==> src/shared/spi_port_pkg.sv <==
/*
 * Constants shared by the synchronous serial port: register offsets,
 * field positions, reset values, mode codes, divider and edge counts.
 * Assumes a two-bit word address on the register port and that clk is
 * the oscillator clock from which the master shift rates derive.
 */
package spi_port_pkg;

	// ****************************************************************
	// Register map (own choice of word offsets)
	// ****************************************************************
	localparam logic [1:0] ADDR_BUFFER  = 2'h0;
	localparam logic [1:0] ADDR_CONTROL = 2'h1;
	localparam logic [1:0] ADDR_STATUS  = 2'h2;
	localparam logic [1:0] ADDR_FLAGS   = 2'h3;

	// ****************************************************************
	// Field positions
	// ****************************************************************
	localparam int CTL_COLLIDE = 7;
	localparam int CTL_OVF     = 6;
	localparam int CTL_EN      = 5;
	localparam int CTL_IDLE    = 4;
	localparam int STS_SAMPLE  = 7;
	localparam int STS_CKE     = 6;
	localparam int STS_FULL    = 0;
	localparam int FLG_DONE  = 0;
	localparam int FLG_IRQEN = 1;
	localparam int FLG_SDOIN = 2;

	// ****************************************************************
	// Reset values
	// ****************************************************************
	localparam logic [7:0] CONTROL_RST = 8'h00;
	localparam logic [7:0] BUFFER_RST  = 8'h00;

	// ****************************************************************
	// Mode field codes
	// ****************************************************************
	localparam logic [3:0] MODE_DIV4     = 4'h0;
	localparam logic [3:0] MODE_DIV16    = 4'h1;
	localparam logic [3:0] MODE_DIV64    = 4'h2;
	localparam logic [3:0] MODE_TIMER    = 4'h3;
	localparam logic [3:0] MODE_SLAVE_SS = 4'h4;
	localparam logic [3:0] MODE_SLAVE    = 4'h5;

	// ****************************************************************
	// Shift rates and byte framing
	// ****************************************************************
	localparam int DIV_FAST = 4;
	localparam int DIV_MID  = 16;
	localparam int DIV_SLOW = 64;
	localparam logic [5:0] HALF_FAST = 6'(DIV_FAST / 2 - 1);
	localparam logic [5:0] HALF_MID  = 6'(DIV_MID / 2 - 1);
	localparam logic [5:0] HALF_SLOW = 6'(DIV_SLOW / 2 - 1);
	localparam logic [4:0] EDGE_COUNT = 5'h10;
	localparam logic [2:0] BIT_LAST   = 3'h7;

	typedef enum logic [0:0] {
		XFER_IDLE = 1'b0,
		XFER_RUN  = 1'b1
	} xfer_state_t;

endpackage

==> src/hdl/sync_serial_port.sv <==
/*
 * Synchronous serial port in serial peripheral interface mode:
 * master with four shift rates or slave on an external shift clock,
 * optional slave select, buffer, control, status and flag registers.
 * Assumes all pin inputs are already synchronous to clk, clk is the
 * oscillator clock, and the pad logic resolves the output enables.
 */
// Implementation choices: the placing of the registers and the strobed register port.
// Summary of operation
// - Master may start a transfer any time
// - Master starts shifting when buffer written
// - Output pin as input still receives bytes
// - Master rate: clk/4, /16, /64, timer/2
// - Bytes shift most significant bit first
// - Polarity bit sets shift clock idle level
// - Phase set: output valid before first edge
// - Sample bit picks input sample point
// - Polarity/phase bits map to standard modes
// - Slave shifts on external edges, flags done
// - Slave runs in sleep, wakes on byte
// - Mode 0100 alone enables slave select
// - Select low: transfer enabled, output driven
// - Select high: output floats at once
// - Port reset clears bit counter
// - Output pin as input blocks transmission
// - Master freezes during sleep, then resumes
// - Device reset disables port, aborts transfer
// - Busy buffer write dropped, collision bit set
// - Done byte fills buffer unless full and unread; read clears full
`timescale 1ns/1ps

module sync_serial_port (
	input  wire logic       clk,
	input  wire logic       rst,
	input  wire logic [1:0] regAddr,
	input  wire logic [7:0] regWrData,
	input  wire logic       regWr,
	input  wire logic       regRd,
	output logic      [7:0] regRdData,
	input  wire logic       sleepMode,
	input  wire logic       periodicTimerTick,
	input  wire logic       sckIn,
	output logic            sckOut,
	output logic            sckOe_n,
	input  wire logic       sdi,
	output logic            sdoOut,
	output logic            sdoOe_n,
	input  wire logic       slaveSel_n,
	output logic            irqReq,
	output logic            wakeReq
);

	// ****************************************************************
	// State
	// ****************************************************************
	logic [7:0]                ctlReg;
	logic                      samplePtReg;
	logic                      ckeReg;
	logic                      fullReg;
	logic                      doneFlagReg;
	logic                      irqEnReg;
	logic                      sdoInReg;
	logic [7:0]                bufReg;
	logic [7:0]                shiftReg;
	logic                      sdoReg;
	logic                      sckReg;
	logic                      sckPrevReg;
	logic [2:0]                bitCntReg;
	logic [4:0]                edgeCntReg;
	logic [5:0]                divCntReg;
	spi_port_pkg::xfer_state_t stateReg;

	// ****************************************************************
	// Decode
	// ****************************************************************
	logic       portOn;
	logic       idleLvl;
	logic       lastTick;
	logic [3:0] mode;
	logic       isMaster;
	logic       isSlave;
	logic       ssHold;
	logic       portClr;
	logic       wrBuf;
	logic       wrCtl;
	logic       wrSts;
	logic       wrFlg;
	logic       rdBuf;
	logic       busy;
	logic       collide;
	logic       load;
	logic       tick;
	logic       mCap;
	logic       mLch;
	logic       sLead;
	logic       sTrail;
	logic       capEv;
	logic       lchEv;
	logic       done;

	// Half bit period minus one for the oscillator divided rates
	function automatic logic [5:0] halfLimit(input logic [3:0] m);
		logic [5:0] lim;
		lim = spi_port_pkg::HALF_FAST;
		unique case (m)
			spi_port_pkg::MODE_DIV16: lim = spi_port_pkg::HALF_MID;
			spi_port_pkg::MODE_DIV64: lim = spi_port_pkg::HALF_SLOW;
			default:                  lim = spi_port_pkg::HALF_FAST;
		endcase
		return lim;
	endfunction

	// Control fields and slave select gating
	assign portOn   = ctlReg[spi_port_pkg::CTL_EN];
	assign idleLvl  = ctlReg[spi_port_pkg::CTL_IDLE];
	assign mode     = ctlReg[3:0];
	assign isMaster = mode <= spi_port_pkg::MODE_TIMER;
	assign isSlave  = (mode == spi_port_pkg::MODE_SLAVE_SS) ||
	                  (mode == spi_port_pkg::MODE_SLAVE);
	assign ssHold   = (mode == spi_port_pkg::MODE_SLAVE_SS) &&
	                  slaveSel_n;
	assign portClr  = !portOn || ssHold;

	// Register strobes
	assign wrBuf = regWr && (regAddr == spi_port_pkg::ADDR_BUFFER);
	assign wrCtl = regWr && (regAddr == spi_port_pkg::ADDR_CONTROL);
	assign wrSts = regWr && (regAddr == spi_port_pkg::ADDR_STATUS);
	assign wrFlg = regWr && (regAddr == spi_port_pkg::ADDR_FLAGS);
	assign rdBuf = regRd && (regAddr == spi_port_pkg::ADDR_BUFFER);

	// A slave is busy once its first bit has arrived
	assign busy    = isMaster ? (stateReg == spi_port_pkg::XFER_RUN)
	                          : (bitCntReg != '0);
	assign collide = wrBuf && portOn && busy;
	assign load    = wrBuf && !collide;

	// Master half-bit tick; sleep stops it so the byte freezes
	assign tick = (stateReg == spi_port_pkg::XFER_RUN) && !sleepMode &&
	              ((mode == spi_port_pkg::MODE_TIMER) ? periodicTimerTick
	              : (divCntReg == halfLimit(mode)));

	// Run ends on the last half bit so the final clock level lasts in full
	assign lastTick = tick && ((edgeCntReg == spi_port_pkg::EDGE_COUNT) ||
	                  ((edgeCntReg == spi_port_pkg::EDGE_COUNT - 5'h01) &&
	                   !(samplePtReg && !ckeReg)));

	// Master edge roles: phase picks launch, sample bit delays capture
	always_comb begin
		mCap = 1'b0;
		mLch = 1'b0;
		if (tick) begin
			if (samplePtReg) begin
				mCap = ckeReg ? edgeCntReg[0]
				              : (!edgeCntReg[0] && edgeCntReg != '0);
			end else begin
				mCap = ckeReg ? !edgeCntReg[0] : edgeCntReg[0];
			end
			mLch = (edgeCntReg < spi_port_pkg::EDGE_COUNT) &&
			       (ckeReg ? edgeCntReg[0] : !edgeCntReg[0]);
		end
	end

	// Slave edges are leading when they leave the idle level
	assign sLead  = (sckIn != sckPrevReg) && (sckPrevReg == idleLvl);
	assign sTrail = (sckIn != sckPrevReg) && (sckPrevReg != idleLvl);

	// Slave keeps shifting in sleep: nothing here looks at sleepMode
	always_comb begin
		capEv = 1'b0;
		lchEv = 1'b0;
		if (portOn && !portClr) begin
			if (isMaster) begin
				capEv = mCap;
				lchEv = mLch;
			end else if (isSlave) begin
				capEv = ckeReg ? sLead : sTrail;
				lchEv = ckeReg ? sTrail : sLead;
			end
		end
	end

	assign done = capEv && (bitCntReg == spi_port_pkg::BIT_LAST);

	// ****************************************************************
	// Master sequencing
	// ****************************************************************

	// Transfer state; enable clear or device reset aborts it
	always_ff @(posedge clk or posedge rst) begin
		if (rst) begin
			stateReg <= spi_port_pkg::XFER_IDLE;
		end else if (portClr || !isMaster || lastTick) begin
			stateReg <= spi_port_pkg::XFER_IDLE;
		end else if (load) begin
			stateReg <= spi_port_pkg::XFER_RUN;
		end
	end

	// Divider and edge count, both hold still while asleep
	always_ff @(posedge clk or posedge rst) begin
		if (rst) begin
			divCntReg  <= '0;
			edgeCntReg <= '0;
		end else if (load) begin
			divCntReg  <= '0;
			edgeCntReg <= '0;
		end else if (tick) begin
			divCntReg  <= '0;
			edgeCntReg <= edgeCntReg + 5'h01;
		end else if (stateReg == spi_port_pkg::XFER_RUN && !sleepMode) begin
			divCntReg <= divCntReg + 6'h01;
		end
	end

	// Shift clock rests at the polarity level between bytes
	always_ff @(posedge clk or posedge rst) begin
		if (rst) begin
			sckReg <= 1'b0;
		end else if (stateReg != spi_port_pkg::XFER_RUN) begin
			sckReg <= idleLvl;
		end else if (tick && edgeCntReg < spi_port_pkg::EDGE_COUNT) begin
			sckReg <= ~sckReg;
		end
	end

	// Previous external clock level for slave edge detection
	always_ff @(posedge clk or posedge rst) begin
		if (rst) begin
			sckPrevReg <= 1'b0;
		end else begin
			sckPrevReg <= sckIn;
		end
	end

	// ****************************************************************
	// Shift path
	// ****************************************************************

	// Bit counter; forced to zero whenever the port is held in reset
	always_ff @(posedge clk or posedge rst) begin
		if (rst) begin
			bitCntReg <= '0;
		end else if (portClr || load) begin
			bitCntReg <= '0;
		end else if (capEv) begin
			bitCntReg <= bitCntReg + 3'h1;
		end
	end

	// Captures enter at the bottom so the first bit ends up on top
	always_ff @(posedge clk or posedge rst) begin
		if (rst) begin
			shiftReg <= '0;
		end else if (load) begin
			shiftReg <= regWrData;
		end else if (capEv) begin
			shiftReg <= {shiftReg[6:0], sdi};
		end
	end

	// Output bit; a capture on the same edge exposes the next bit
	always_ff @(posedge clk or posedge rst) begin
		if (rst) begin
			sdoReg <= 1'b0;
		end else if (load) begin
			sdoReg <= regWrData[7];
		end else if (lchEv && !done) begin
			sdoReg <= capEv ? shiftReg[6] : shiftReg[7];
		end
	end

	// ****************************************************************
	// Registers
	// ****************************************************************

	// Control; collision and overflow are set by hardware and win
	always_ff @(posedge clk or posedge rst) begin
		if (rst) begin
			ctlReg <= spi_port_pkg::CONTROL_RST;
		end else begin
			if (wrCtl) begin
				ctlReg <= regWrData;
			end
			if (collide) begin
				ctlReg[spi_port_pkg::CTL_COLLIDE] <= 1'b1;
			end
			if (done && fullReg && !rdBuf) begin
				ctlReg[spi_port_pkg::CTL_OVF] <= 1'b1;
			end
		end
	end

	// Status configuration bits
	always_ff @(posedge clk or posedge rst) begin
		if (rst) begin
			samplePtReg <= 1'b0;
			ckeReg      <= 1'b0;
		end else if (wrSts) begin
			samplePtReg <= regWrData[spi_port_pkg::STS_SAMPLE];
			ckeReg <= regWrData[spi_port_pkg::STS_CKE];
		end
	end

	// Buffer: written data, then the received byte unless unread
	always_ff @(posedge clk or posedge rst) begin
		if (rst) begin
			bufReg <= spi_port_pkg::BUFFER_RST;
		end else if (done && (!fullReg || rdBuf)) begin
			bufReg <= {shiftReg[6:0], sdi};
		end else if (load) begin
			bufReg <= regWrData;
		end
	end

	// Buffer full: set on completion, a read clears, set wins
	always_ff @(posedge clk or posedge rst) begin
		if (rst) begin
			fullReg <= 1'b0;
		end else if (done) begin
			fullReg <= 1'b1;
		end else if (rdBuf) begin
			fullReg <= 1'b0;
		end
	end

	// Done flag, interrupt enable and output pin direction
	always_ff @(posedge clk or posedge rst) begin
		if (rst) begin
			doneFlagReg <= 1'b0;
			irqEnReg    <= 1'b0;
			sdoInReg    <= 1'b0;
		end else begin
			if (wrFlg) begin
				doneFlagReg <= regWrData[spi_port_pkg::FLG_DONE];
				irqEnReg    <= regWrData[spi_port_pkg::FLG_IRQEN];
				sdoInReg    <= regWrData[spi_port_pkg::FLG_SDOIN];
			end
			if (done) begin
				doneFlagReg <= 1'b1;
			end
		end
	end

	// Read data stands only in the cycle after the strobe
	always_ff @(posedge clk or posedge rst) begin
		if (rst) begin
			regRdData <= '0;
		end else if (regRd) begin
			unique case (regAddr)
				spi_port_pkg::ADDR_BUFFER:  regRdData <= bufReg;
				spi_port_pkg::ADDR_CONTROL: regRdData <= ctlReg;
				spi_port_pkg::ADDR_STATUS:
					regRdData <= {samplePtReg, ckeReg, 5'h00, fullReg};
				spi_port_pkg::ADDR_FLAGS:
					regRdData <= {5'h00, sdoInReg, irqEnReg, doneFlagReg};
			endcase
		end else begin
			regRdData <= '0;
		end
	end

	// ****************************************************************
	// Pins and requests
	// ****************************************************************

	// Output enables are low while driving; select high floats at once
	assign sckOut  = sckReg;
	assign sckOe_n = !(portOn && isMaster);
	assign sdoOut  = sdoReg;
	assign sdoOe_n = !(portOn && !sdoInReg && (isMaster ||
	                 (isSlave && !ssHold)));
	assign irqReq  = doneFlagReg && irqEnReg;
	assign wakeReq = irqReq && sleepMode;

	// ****************************************************************
	// Checks
	// ****************************************************************

	a_select_float: assert property (@(posedge clk) disable iff (rst)
		(mode == spi_port_pkg::MODE_SLAVE_SS && slaveSel_n) |-> sdoOe_n)
		else $error("output driven while select high");

	a_select_drive: assert property (@(posedge clk) disable iff (rst)
		(portOn && mode == spi_port_pkg::MODE_SLAVE_SS && !slaveSel_n &&
		 !sdoInReg) |-> !sdoOe_n)
		else $error("output not driven while selected");

	a_clear_count: assert property (@(posedge clk) disable iff (rst)
		(!portOn && !wrCtl) |=> (bitCntReg == '0))
		else $error("bit counter not cleared in port reset");

	a_write_start: assert property (@(posedge clk) disable iff (rst)
		(load && portOn && isMaster && !wrCtl) |=>
		(stateReg == spi_port_pkg::XFER_RUN) ##1 !sckOe_n)
		else $error("master write did not start transfer");

	a_idle_level: assert property (@(posedge clk) disable iff (rst)
		(stateReg == spi_port_pkg::XFER_IDLE && !wrCtl) [*2] |->
		(sckOut == idleLvl))
		else $error("idle clock not at polarity level");

	a_sleep_hold: assert property (@(posedge clk) disable iff (rst)
		(isMaster && sleepMode && !regWr && !$past(regWr)) |=>
		($stable(shiftReg) && $stable(sckOut) && $stable(bitCntReg)))
		else $error("master moved while asleep");

	a_early_data: assert property (@(posedge clk) disable iff (rst)
		(load && ckeReg) |=> (sdoOut == $past(regWrData[7])))
		else $error("first bit not presented before edge");

	a_byte_flag: assert property (@(posedge clk) disable iff (rst)
		done |=> (doneFlagReg && fullReg))
		else $error("completion did not raise flags");

	a_collide_bit: assert property (@(posedge clk) disable iff (rst)
		(collide && !wrCtl) |=> (ctlReg[spi_port_pkg::CTL_COLLIDE] &&
		 $stable(bufReg)))
		else $error("collision not recorded or write not dropped");

	a_read_clear: assert property (@(posedge clk) disable iff (rst)
		(rdBuf && !done) |=> !fullReg)
		else $error("buffer read left full bit set");

	a_msb_first: assert property (@(posedge clk) disable iff (rst)
		(capEv && !load) |=> (shiftReg[0] == $past(sdi)))
		else $error("captured bit not at bottom of shifter");

	a_irq_raise: assert property (@(posedge clk) disable iff (rst)
		(done && irqEnReg && !wrFlg) |=> irqReq)
		else $error("interrupt request missing after byte");

endmodule

==> config.mk <==
export PLATFORM = sky130hd
export DESIGN_NAME = sync_serial_port
export DESIGN_NICKNAME = d
export VERILOG_FILES = /design/src/shared/spi_port_pkg.sv /design/src/hdl/sync_serial_port.sv
export SDC_FILE = /design/constraint.sdc
export NUM_CORES = 1
export LEC_CHECK = 0
export BUFFER_PORTS_ARGS = -buffer_cell sky130_fd_sc_hd__buf_2
export CAP_MARGIN = 10
export CORE_MARGIN = 8
export CORE_UTILIZATION = 45
export CTS_CLUSTER_DIAMETER = 150
export DETAILED_ROUTE_END_ITERATION = 12
export GPL_ROUTABILITY_DRIVEN = 0
export GPL_TIMING_DRIVEN = 0
export PLACE_DENSITY = 0.73
export SLEW_MARGIN = 20
export SYNTH_ARGS = -nofsm -noshare
export SYNTH_HDL_FRONTEND = slang
export SYNTH_SLANG_ARGS = --single-unit
export TNS_END_PERCENT = 100
==> constraint.sdc <==
create_clock -name clk -period 4.8 [get_ports clk]
set_input_delay 0.72 -clock clk [delete_from_list [all_inputs] [get_ports clk]]
set_output_delay 0.72 -clock clk [all_outputs]
set_load 0.01 [all_outputs]
==> key figures, run 1 <==
GRT
  • Gr ovfl total: 0
  • Antenna violations before repair: 0
  • Vias in the first global route: between 2k and 2.5k
  • Global-route wire length before repair: 11.5 mm
  • GRT Total Usage: ~15%
  • Pin count of the biggest net entering global routing: 57

Power and ir drop
  • Pwr dens: 366 nW/um^2
  • Peak VDD IR: 0.169 mV
  • LEAKAGE: roughly 0.0016 uW

Drt
  • DRC: 0
  • 1st-iter DRT viols: 195
  • Drt total wl: 6.80 mm
  • Routed vias: 2,313
  • DR vias/cell: between 5 and 6
  • DRT Pass-1 Iters: 4
  • Remaining antenna violation count: 0
  • DR WL/cell: about 17 um

Critical path
  • Crit path capture: shiftReg[0]
  • Critical Path End Type: flip-flop
  • Req. time, crit path: about 5.0 ns
  • Most frequent CP cell: inv_1
  • Crit Path Category: reg -> reg
  • R2R Path Start: bitCntReg[0]
  • Worst-case reg-to-reg path depth: 8
  • Setup crit start: bitCntReg[0]
  • Critical-path cell list: inv_1 > ha_1 > inv_1 > o311a_1 > nor3_1 > clkbuf_1 > buf_2 > o21ai_1
  • Crit-path slowest cell: nor3_1
  • Max stage delay on crit path: around 0.76 ns
  • Worst r2r dst: shiftReg[0]
  • Flop2flop setup slack: approximately 2 ns
  • Worst EP arrival: between 3 and 4 ns
  • CP Launch Type: flip-flop
  • Crit path max fanout: 10

Synth
  • Post-synthesis sequential area ratio: between 40 and 50%
  • Synth warnings: 0
  • Synthesized area per cell: around 10 um^2
  • Post-synth EDFFs: 0
  • Cells after synthesis: around 300
  • Library cells used by synthesis: a little under 50
  • Post-synth top flop: dfrtp_1
  • Asr flop ratio synth: between 90% and 100%
  • Post-Synthesis Cell Area: around 3000 um^2
  • Post-synth net total: around 320
  • #FFs+latches synth: 56

Finish
  • Area growth syn-to-layout: 12.2%
  • Nets: approximately 360
  • Seq. cell area: about 1400 um^2
  • Post-route cell area: approximately 3400 um^2
  • Multi-input logic area: approximately 1500 um^2
  • Final Util: between 50% and 60%
  • Ant. Diodes: 0
  • Fillers: about 580
  • Fraction of layout cells with a size suffix above 1: 20.8%

Clock network
  • # Post-CTS Setup Buffers: 0
  • H-Tree Depth: 2
  • Sink Count: between 50 and 60
  • Max Buffers Root-to-Sink: 2
  • Clock latency on the worst-skew pair: 0.31 ns
  • Post-CTS sizing: 0
  • TritonCTS clock tree: done
  • Number of CTS-inserted buffers: 5
  • Post-CTS Hold Buffers: 0
  • Clk root buf: clkbuf_8
  • Clock transition at path regs: 0.10 ns

Placement
  • PortBufs: 31
  • Detailed Place HPWL: 5.07 mm
  • DP Area: ~3300 um^2

Floorplanning
  • Die ar.: slightly below 10,000 um^2
  • # rows: 30
  • Die Wd: 98.1 um
  • Initial core utilization: ~46%
  • Core area: roughly 6600 um^2
  • Die Y: around 98 um
  • Ports: 33

Timing
  • Worst-margin pin slew: about 0.97 ns
  • Post-Route Skew: between 0.003 and 0.004 ns
  • Unrepaired setup endpoints after global routing: no
  • Final hold violation count: 0
  • Relative max-transition margin: 35.0%
  • Setup tns final: 0 ns
  • Period minus WS final: 2.84 ns
  • Max Slew Vio Count: 0
  • FMAX: 353 MHz
  • Final worst path period share: 59.1%
  • Final setup fails: 0
  • Hold_ws: slightly below 0.5 ns

Job
  • # Max-Cap Violations: 0

Worst hold path
  • Worst Hold Class: in -> async

Run status
  • Status: finished clean
==> critical path, delay by kind of cell (launching register included) <==
kind	cells	cell delay [ns]
buffers and inverters	4	0.91
AND/OR/NAND/NOR	1	0.76
AO/OA/AOI/OAI	2	0.49
flip-flops	1	0.42
adder cells (fa/ha/maj)	1	0.14
==> through the flow <==
| step | setup WS (ns) | power [uW] | cells |
|---|---|---|---|
| after global placement | 2.00 | 922 | 403 |
| final | 1.96 | 1240 | 411 |
| after detailed placement | 2.00 | 935 | 403 |
| after global routing | 1.73 | 1310 | 411 |
| after floorplan | 2.43 | 838 | 292 |
| after CTS | 1.99 | 1250 | 411 |
==> state kept, by name, summed over array words and instances, names as in the netlist, 3 cells and up <==
name        count
regRdData       8
edgeCntReg      5
bitCntReg       3
divCntReg       6
shiftReg        8
ctlReg          8
bufReg          8
==> cells in the final DEF, fill, tap and decap left out, drive strengths merged, types with 2 or more instances in the layout <==
| cell | instances |
|---|---|
| nand2b | 5 |
| a21oi | 3 |
| mux2i | 21 |
| xnor2 | 3 |
| o21ai | 17 |
| buf | 34 |
| xor2 | 6 |
| a31oi | 4 |
| a21o | 2 |
| nand3b | 6 |
| inv | 11 |
| dfrtp | 56 |
| nand3 | 10 |
| nor2b | 6 |
| mux2 | 18 |
| nor2 | 23 |
| nand4 | 2 |
| and3 | 3 |
| o211ai | 2 |
| ha | 7 |
| clkbuf | 13 |
| nor3 | 6 |
| or2 | 2 |
| a211oi | 2 |
| or3 | 3 |
| and2 | 8 |
| nand2 | 39 |
==> cell usage after synthesis, types with 4 or more instances <==
master     n  area, um^2
dfrtp_1   56        1400
nand2_1   39         146
nor2_1    23        86.3
mux2i_1   21         210
o21ai_0   12        60.1
inv_1     10        37.5
mux2_2    10         113
nand3_1    9        45.0
and2_1     8        50.1
mux2_4     8         120
clkbuf_1   7        26.3
ha_1       7        87.6
nand3b_1   6        45.0
nor2b_1    6        37.5
nor3_1     6        30.0
xor2_1     6        52.6
nand2b_1   5        31.3
o21ai_1    5        25.0
a31oi_1    4        25.0
==> worst min-delay path by stage <==
stage,slack [ns],cells after the start,startpoint,endpoint
5_1_grt,0.54,1,sckIn,sckPrevReg
2_1_floorplan,0.46,1,ctlReg[7],ctlReg[7]
6_report,0.50,2,rst,edgeCntReg[3]
3_5_place_dp,0.49,1,ctlReg[7],ctlReg[7]
3_3_place_gp,0.48,1,ctlReg[7],ctlReg[7]
4_1_cts,0.51,1,ctlReg[7],ctlReg[7]
==> area by class of cell <==
| type | instances | share of cell area, % |
|---|---|---|
| plain buffers | 10 | 1.58 |
| inverters | 10 | 1.18 |
| repair buffers | 31 | 4.56 |
| clock inverters | 2 | 1.14 |
| multi-input cells | 216 | 45.2 |
| well taps | 80 | 2.94 |
| flip-flops and latches | 56 | 41.2 |
| clock buffers | 6 | 2.13 |
==> cells by family (layout without fill, tap and decap cells) <==
| group | count (synthesis) | after routing | share of synthesized area [%] |
|---|---|---|---|
| compound gates | 44 | 44 | 10.8 |
| xor+xnor | 9 | 9 | 2.60 |
| fa+ha+maj | 7 | 7 | 2.89 |
| buf+inv | 20 | 59 | 3.01 |
| flops | 56 | 56 | 46.2 |
| mux | 40 | 40 | 15.4 |
| simple gates | 116 | 116 | 19.1 |
==> metal layers <==
| metal | track usage [%] | vias up | wire length [um] |
|---|---|---|---|
| met2 | 23.4 | 59 | 3210 |
| li1 | - | 1103 | - |
| met3 | 2.70 | 9 | 296 |
| met1 | 19.0 | 1142 | 3160 |
| met4 | 5.64 | 0 | 141 |
| met5 | 0 | - | 0 |
==> report_power, final <==
| part | total (uW) | switching (uW) | leakage (uW) | internal [uW] |
|---|---|---|---|---|
| Clock | 318 | 160 | 0.0000558 | 158 |
| Combinational | 291 | 147 | 0.000870 | 144 |
| Sequential | 635 | 78.5 | 0.000717 | 557 |
| Total | 1240 | 385 | 0.00164 | 859 |
(Power assumes the default switching activity.)
==> run 2: changes to the inputs <==
--- a/config.mk
+++ b/config.mk
@@ -13,7 +13,7 @@
 export DETAILED_ROUTE_END_ITERATION = 12
 export GPL_ROUTABILITY_DRIVEN = 0
 export GPL_TIMING_DRIVEN = 0
-export PLACE_DENSITY = 0.73
+export PLACE_DENSITY = 0.75
 export SLEW_MARGIN = 20
 export SYNTH_ARGS = -nofsm -noshare
 export SYNTH_HDL_FRONTEND = slang
==> constraint.sdc (replaced) <==
create_clock -name clk -period 2.34 [get_ports clk]
set_input_delay 0.351 -clock clk [delete_from_list [all_inputs] [get_ports clk]]
set_output_delay 0.351 -clock clk [all_outputs]
set_load 0.01 [all_outputs]
==> key figures, run 2 (synthesis results as in run 1) <==
Critical path
  • Req. time, crit path: 2.58 ns (-2.42 ns)
  • Worst-case reg-to-reg path depth: 7 (-1)
  • Crit path max fanout: 5 (-5)
  • Worst EP arrival: 2.65 ns (-0.39 ns)
  • R2R Path Start: divCntReg[1]
  • Crit Path Category: reg -> reg
  • Worst r2r dst: sdoOut
  • CP Launch Type: flip-flop
  • Critical Path End Type: flip-flop
  • Flop2flop setup slack: -0.08 ns (-2.04 ns)

Drt
  • DRT Pass-1 Iters: 5 (+1)
  • Drt total wl: 7.17 mm (+5.4%)
  • DRC: 0 (unchanged)
  • DR vias/cell: 5.62 (-0.16%)
  • Remaining antenna violation count: 0 (unchanged)
  • Routed vias: 2,388 (+3.2%)
  • 1st-iter DRT viols: 148 (-24%)
  • DR WL/cell: 16.9 um (+1.9%)

Clock network
  • Number of CTS-inserted buffers: 5 (unchanged)
  • Max Buffers Root-to-Sink: 2 (unchanged)
  • Sink Count: 56 (unchanged)
  • TritonCTS clock tree: done
  • Clock transition at path regs: 0.11 ns (about the same)
  • Clock latency on the worst-skew pair: 0.32 ns (about the same)
  • Post-CTS Hold Buffers: 0 (unchanged)
  • Clk root buf: clkbuf_8
  • H-Tree Depth: 2 (unchanged)

Finish
  • Fraction of layout cells with a size suffix above 1: 29.0% (+8.1 points)
  • Fillers: 562 (-2.3%)
  • Final Util: 54.1% (+3.0 points)
  • Ant. Diodes: 0 (unchanged)
  • Seq. cell area: 1410 um^2 (+0.27%)
  • Post-route cell area: 3600 um^2 (+5.8%)
  • Area growth syn-to-layout: 18.7%
  • Nets: 370 (+3.9%)
  • Multi-input logic area: 1610 um^2 (+4.7%)
  • Most common cell after layout, fill and taps aside: dfrtp_1
  • Most frequent cells in the layout: dfrtp_1, nand2_1, buf_2, nor2_1, mux2i_1

GRT
  • Global-route wire length before repair: 11.8 mm (+2.9%)
  • Vias in the first global route: 2,407 (+7.1%)
  • Pin count of the biggest net entering global routing: 57 (unchanged)
  • GRT Total Usage: 15.2% (+0.55 points)
  • Gr ovfl total: 0 (unchanged)
  • Antenna violations before repair: 0 (unchanged)

Timing
  • Relative max-transition margin: 54.1% (+19 points)
  • Unrepaired setup endpoints after global routing: yes
  • Post-Route Skew: 0.0103 ns (+0.00685 ns)
  • Final hold violation count: 0 (unchanged)
  • Setup tns final: -0.514 ns (-0.514 ns)
  • Final worst path period share: 103% (+44 points)
  • Worst-margin pin slew: 0.689 ns (-0.278 ns)
  • Period minus WS final: 2.42 ns (-0.417 ns)
  • FMAX: 413 MHz (+17%)
  • Final setup fails: 10 (+10)
  • Max Slew Vio Count: 0 (unchanged)
  • Setup WS post-layout: -0.0792 ns (-2.04 ns)

Run status
  • Status: finished, violations left
  • Violated checks: setup timing

Floorplanning
  • Core area: 6640 um^2 (unchanged)
  • Die Wd: 98.1 um (unchanged)
  • # rows: 30 (unchanged)
  • Die ar.: 9620 um^2 (unchanged)
  • Initial core utilization: 45.6% (unchanged)
  • Ports: 33 (unchanged)
  • Die Y: 98.1 um (unchanged)

Placement
  • PortBufs: 31 (unchanged)
  • DP Area: 3300 um^2 (+0.46%)
  • Detailed Place HPWL: 5.06 mm (-0.32%)
  • Post-place setup slack: -0.447 ns (-2.45 ns)

Job
  • # Max-Cap Violations: 0 (unchanged)

Power and ir drop
  • Pwr dens: 729 nW/um^2 (+99%)
  • Peak VDD IR: 0.254 mV (+50%)
  • LEAKAGE: 0.00174 uW (+5.7%)
  • Design Power: 2620 uW (+110%)

Worst hold path
  • Worst Hold Class: in -> async
-- run 2: cell types whose count changed in the layout (fill, tap and decap cells not counted), moves of 3 or more --
cell	delta
dfrtp_1	-3
dfrtp_2	+3
clkbuf_1	-3
buf_4	+12
-- run 2: layout make-up --
class | instances | share of cell area (%)
Multi-Input combinational cell | 216 | 44.8
Timing Repair Buffer | 45 | 7.34
Buffer | 10 | 1.84
Sequential cell | 56 | 39.1
Clock buffer | 6 | 2.02
Tap cell | 80 | 2.78
Clock inverter | 2 | 1.08
Inverter | 10 | 1.11
-- run 2: worst max path at each step --
stage                       from          end  slack, ns  cells after the start
floorplan           divCntReg[1]    bufReg[0]      -0.01                      6
global placement    bitCntReg[0]  shiftReg[1]      -0.41                      8
detailed placement  bitCntReg[0]  shiftReg[0]      -0.45                      8
CTS                 divCntReg[1]    bufReg[4]      -0.04                      6
global route        divCntReg[1]       sdoOut      -0.17                      7
finish              divCntReg[1]       sdoOut      -0.08                      7
-- run 2: metal layers --
layer	global-route usage (%)	vias up	share of wire, %
met2	24.4	72	48
met4	7.79	0	2.7
met5	0	-	0
li1	-	1129	-
met3	3.41	16	5.0
met1	18.6	1171	44
-- run 2: repair_timing --
action                                  in CTS  in global routing
endpoints found under the setup margin      33                 30
buffers inserted                             8                  5
resized for setup                           15                  8
endpoints found under the hold margin        0                  0
cloned                                       0                  1
pin swaps                                    4                  5
-- run 2: worst max-delay path, stage by stage, from the launching register on --
cell,delay (ns)
dfrtp_2,0.43
or4_4,0.53
o32a_4,0.21
a221oi_4,0.34
buf_6,0.17
o2111ai_2,0.21
a21o_1,0.24
a31oi_1,0.19
-- run 2: metrics by stage --
stage          std cells  hold WS [ns]
2_1_floorplan        292         0.382
6_report             425         0.131
3_3_place_gp         403         0.481
4_1_cts              419         0.159
3_5_place_dp         403         0.482
5_1_grt              425         0.154
-- run 2: report_power, final --
group	switching [uW]	internal, uW	total [uW]
sequential	162	1140	1300
combinational	325	330	655
clock	337	324	662
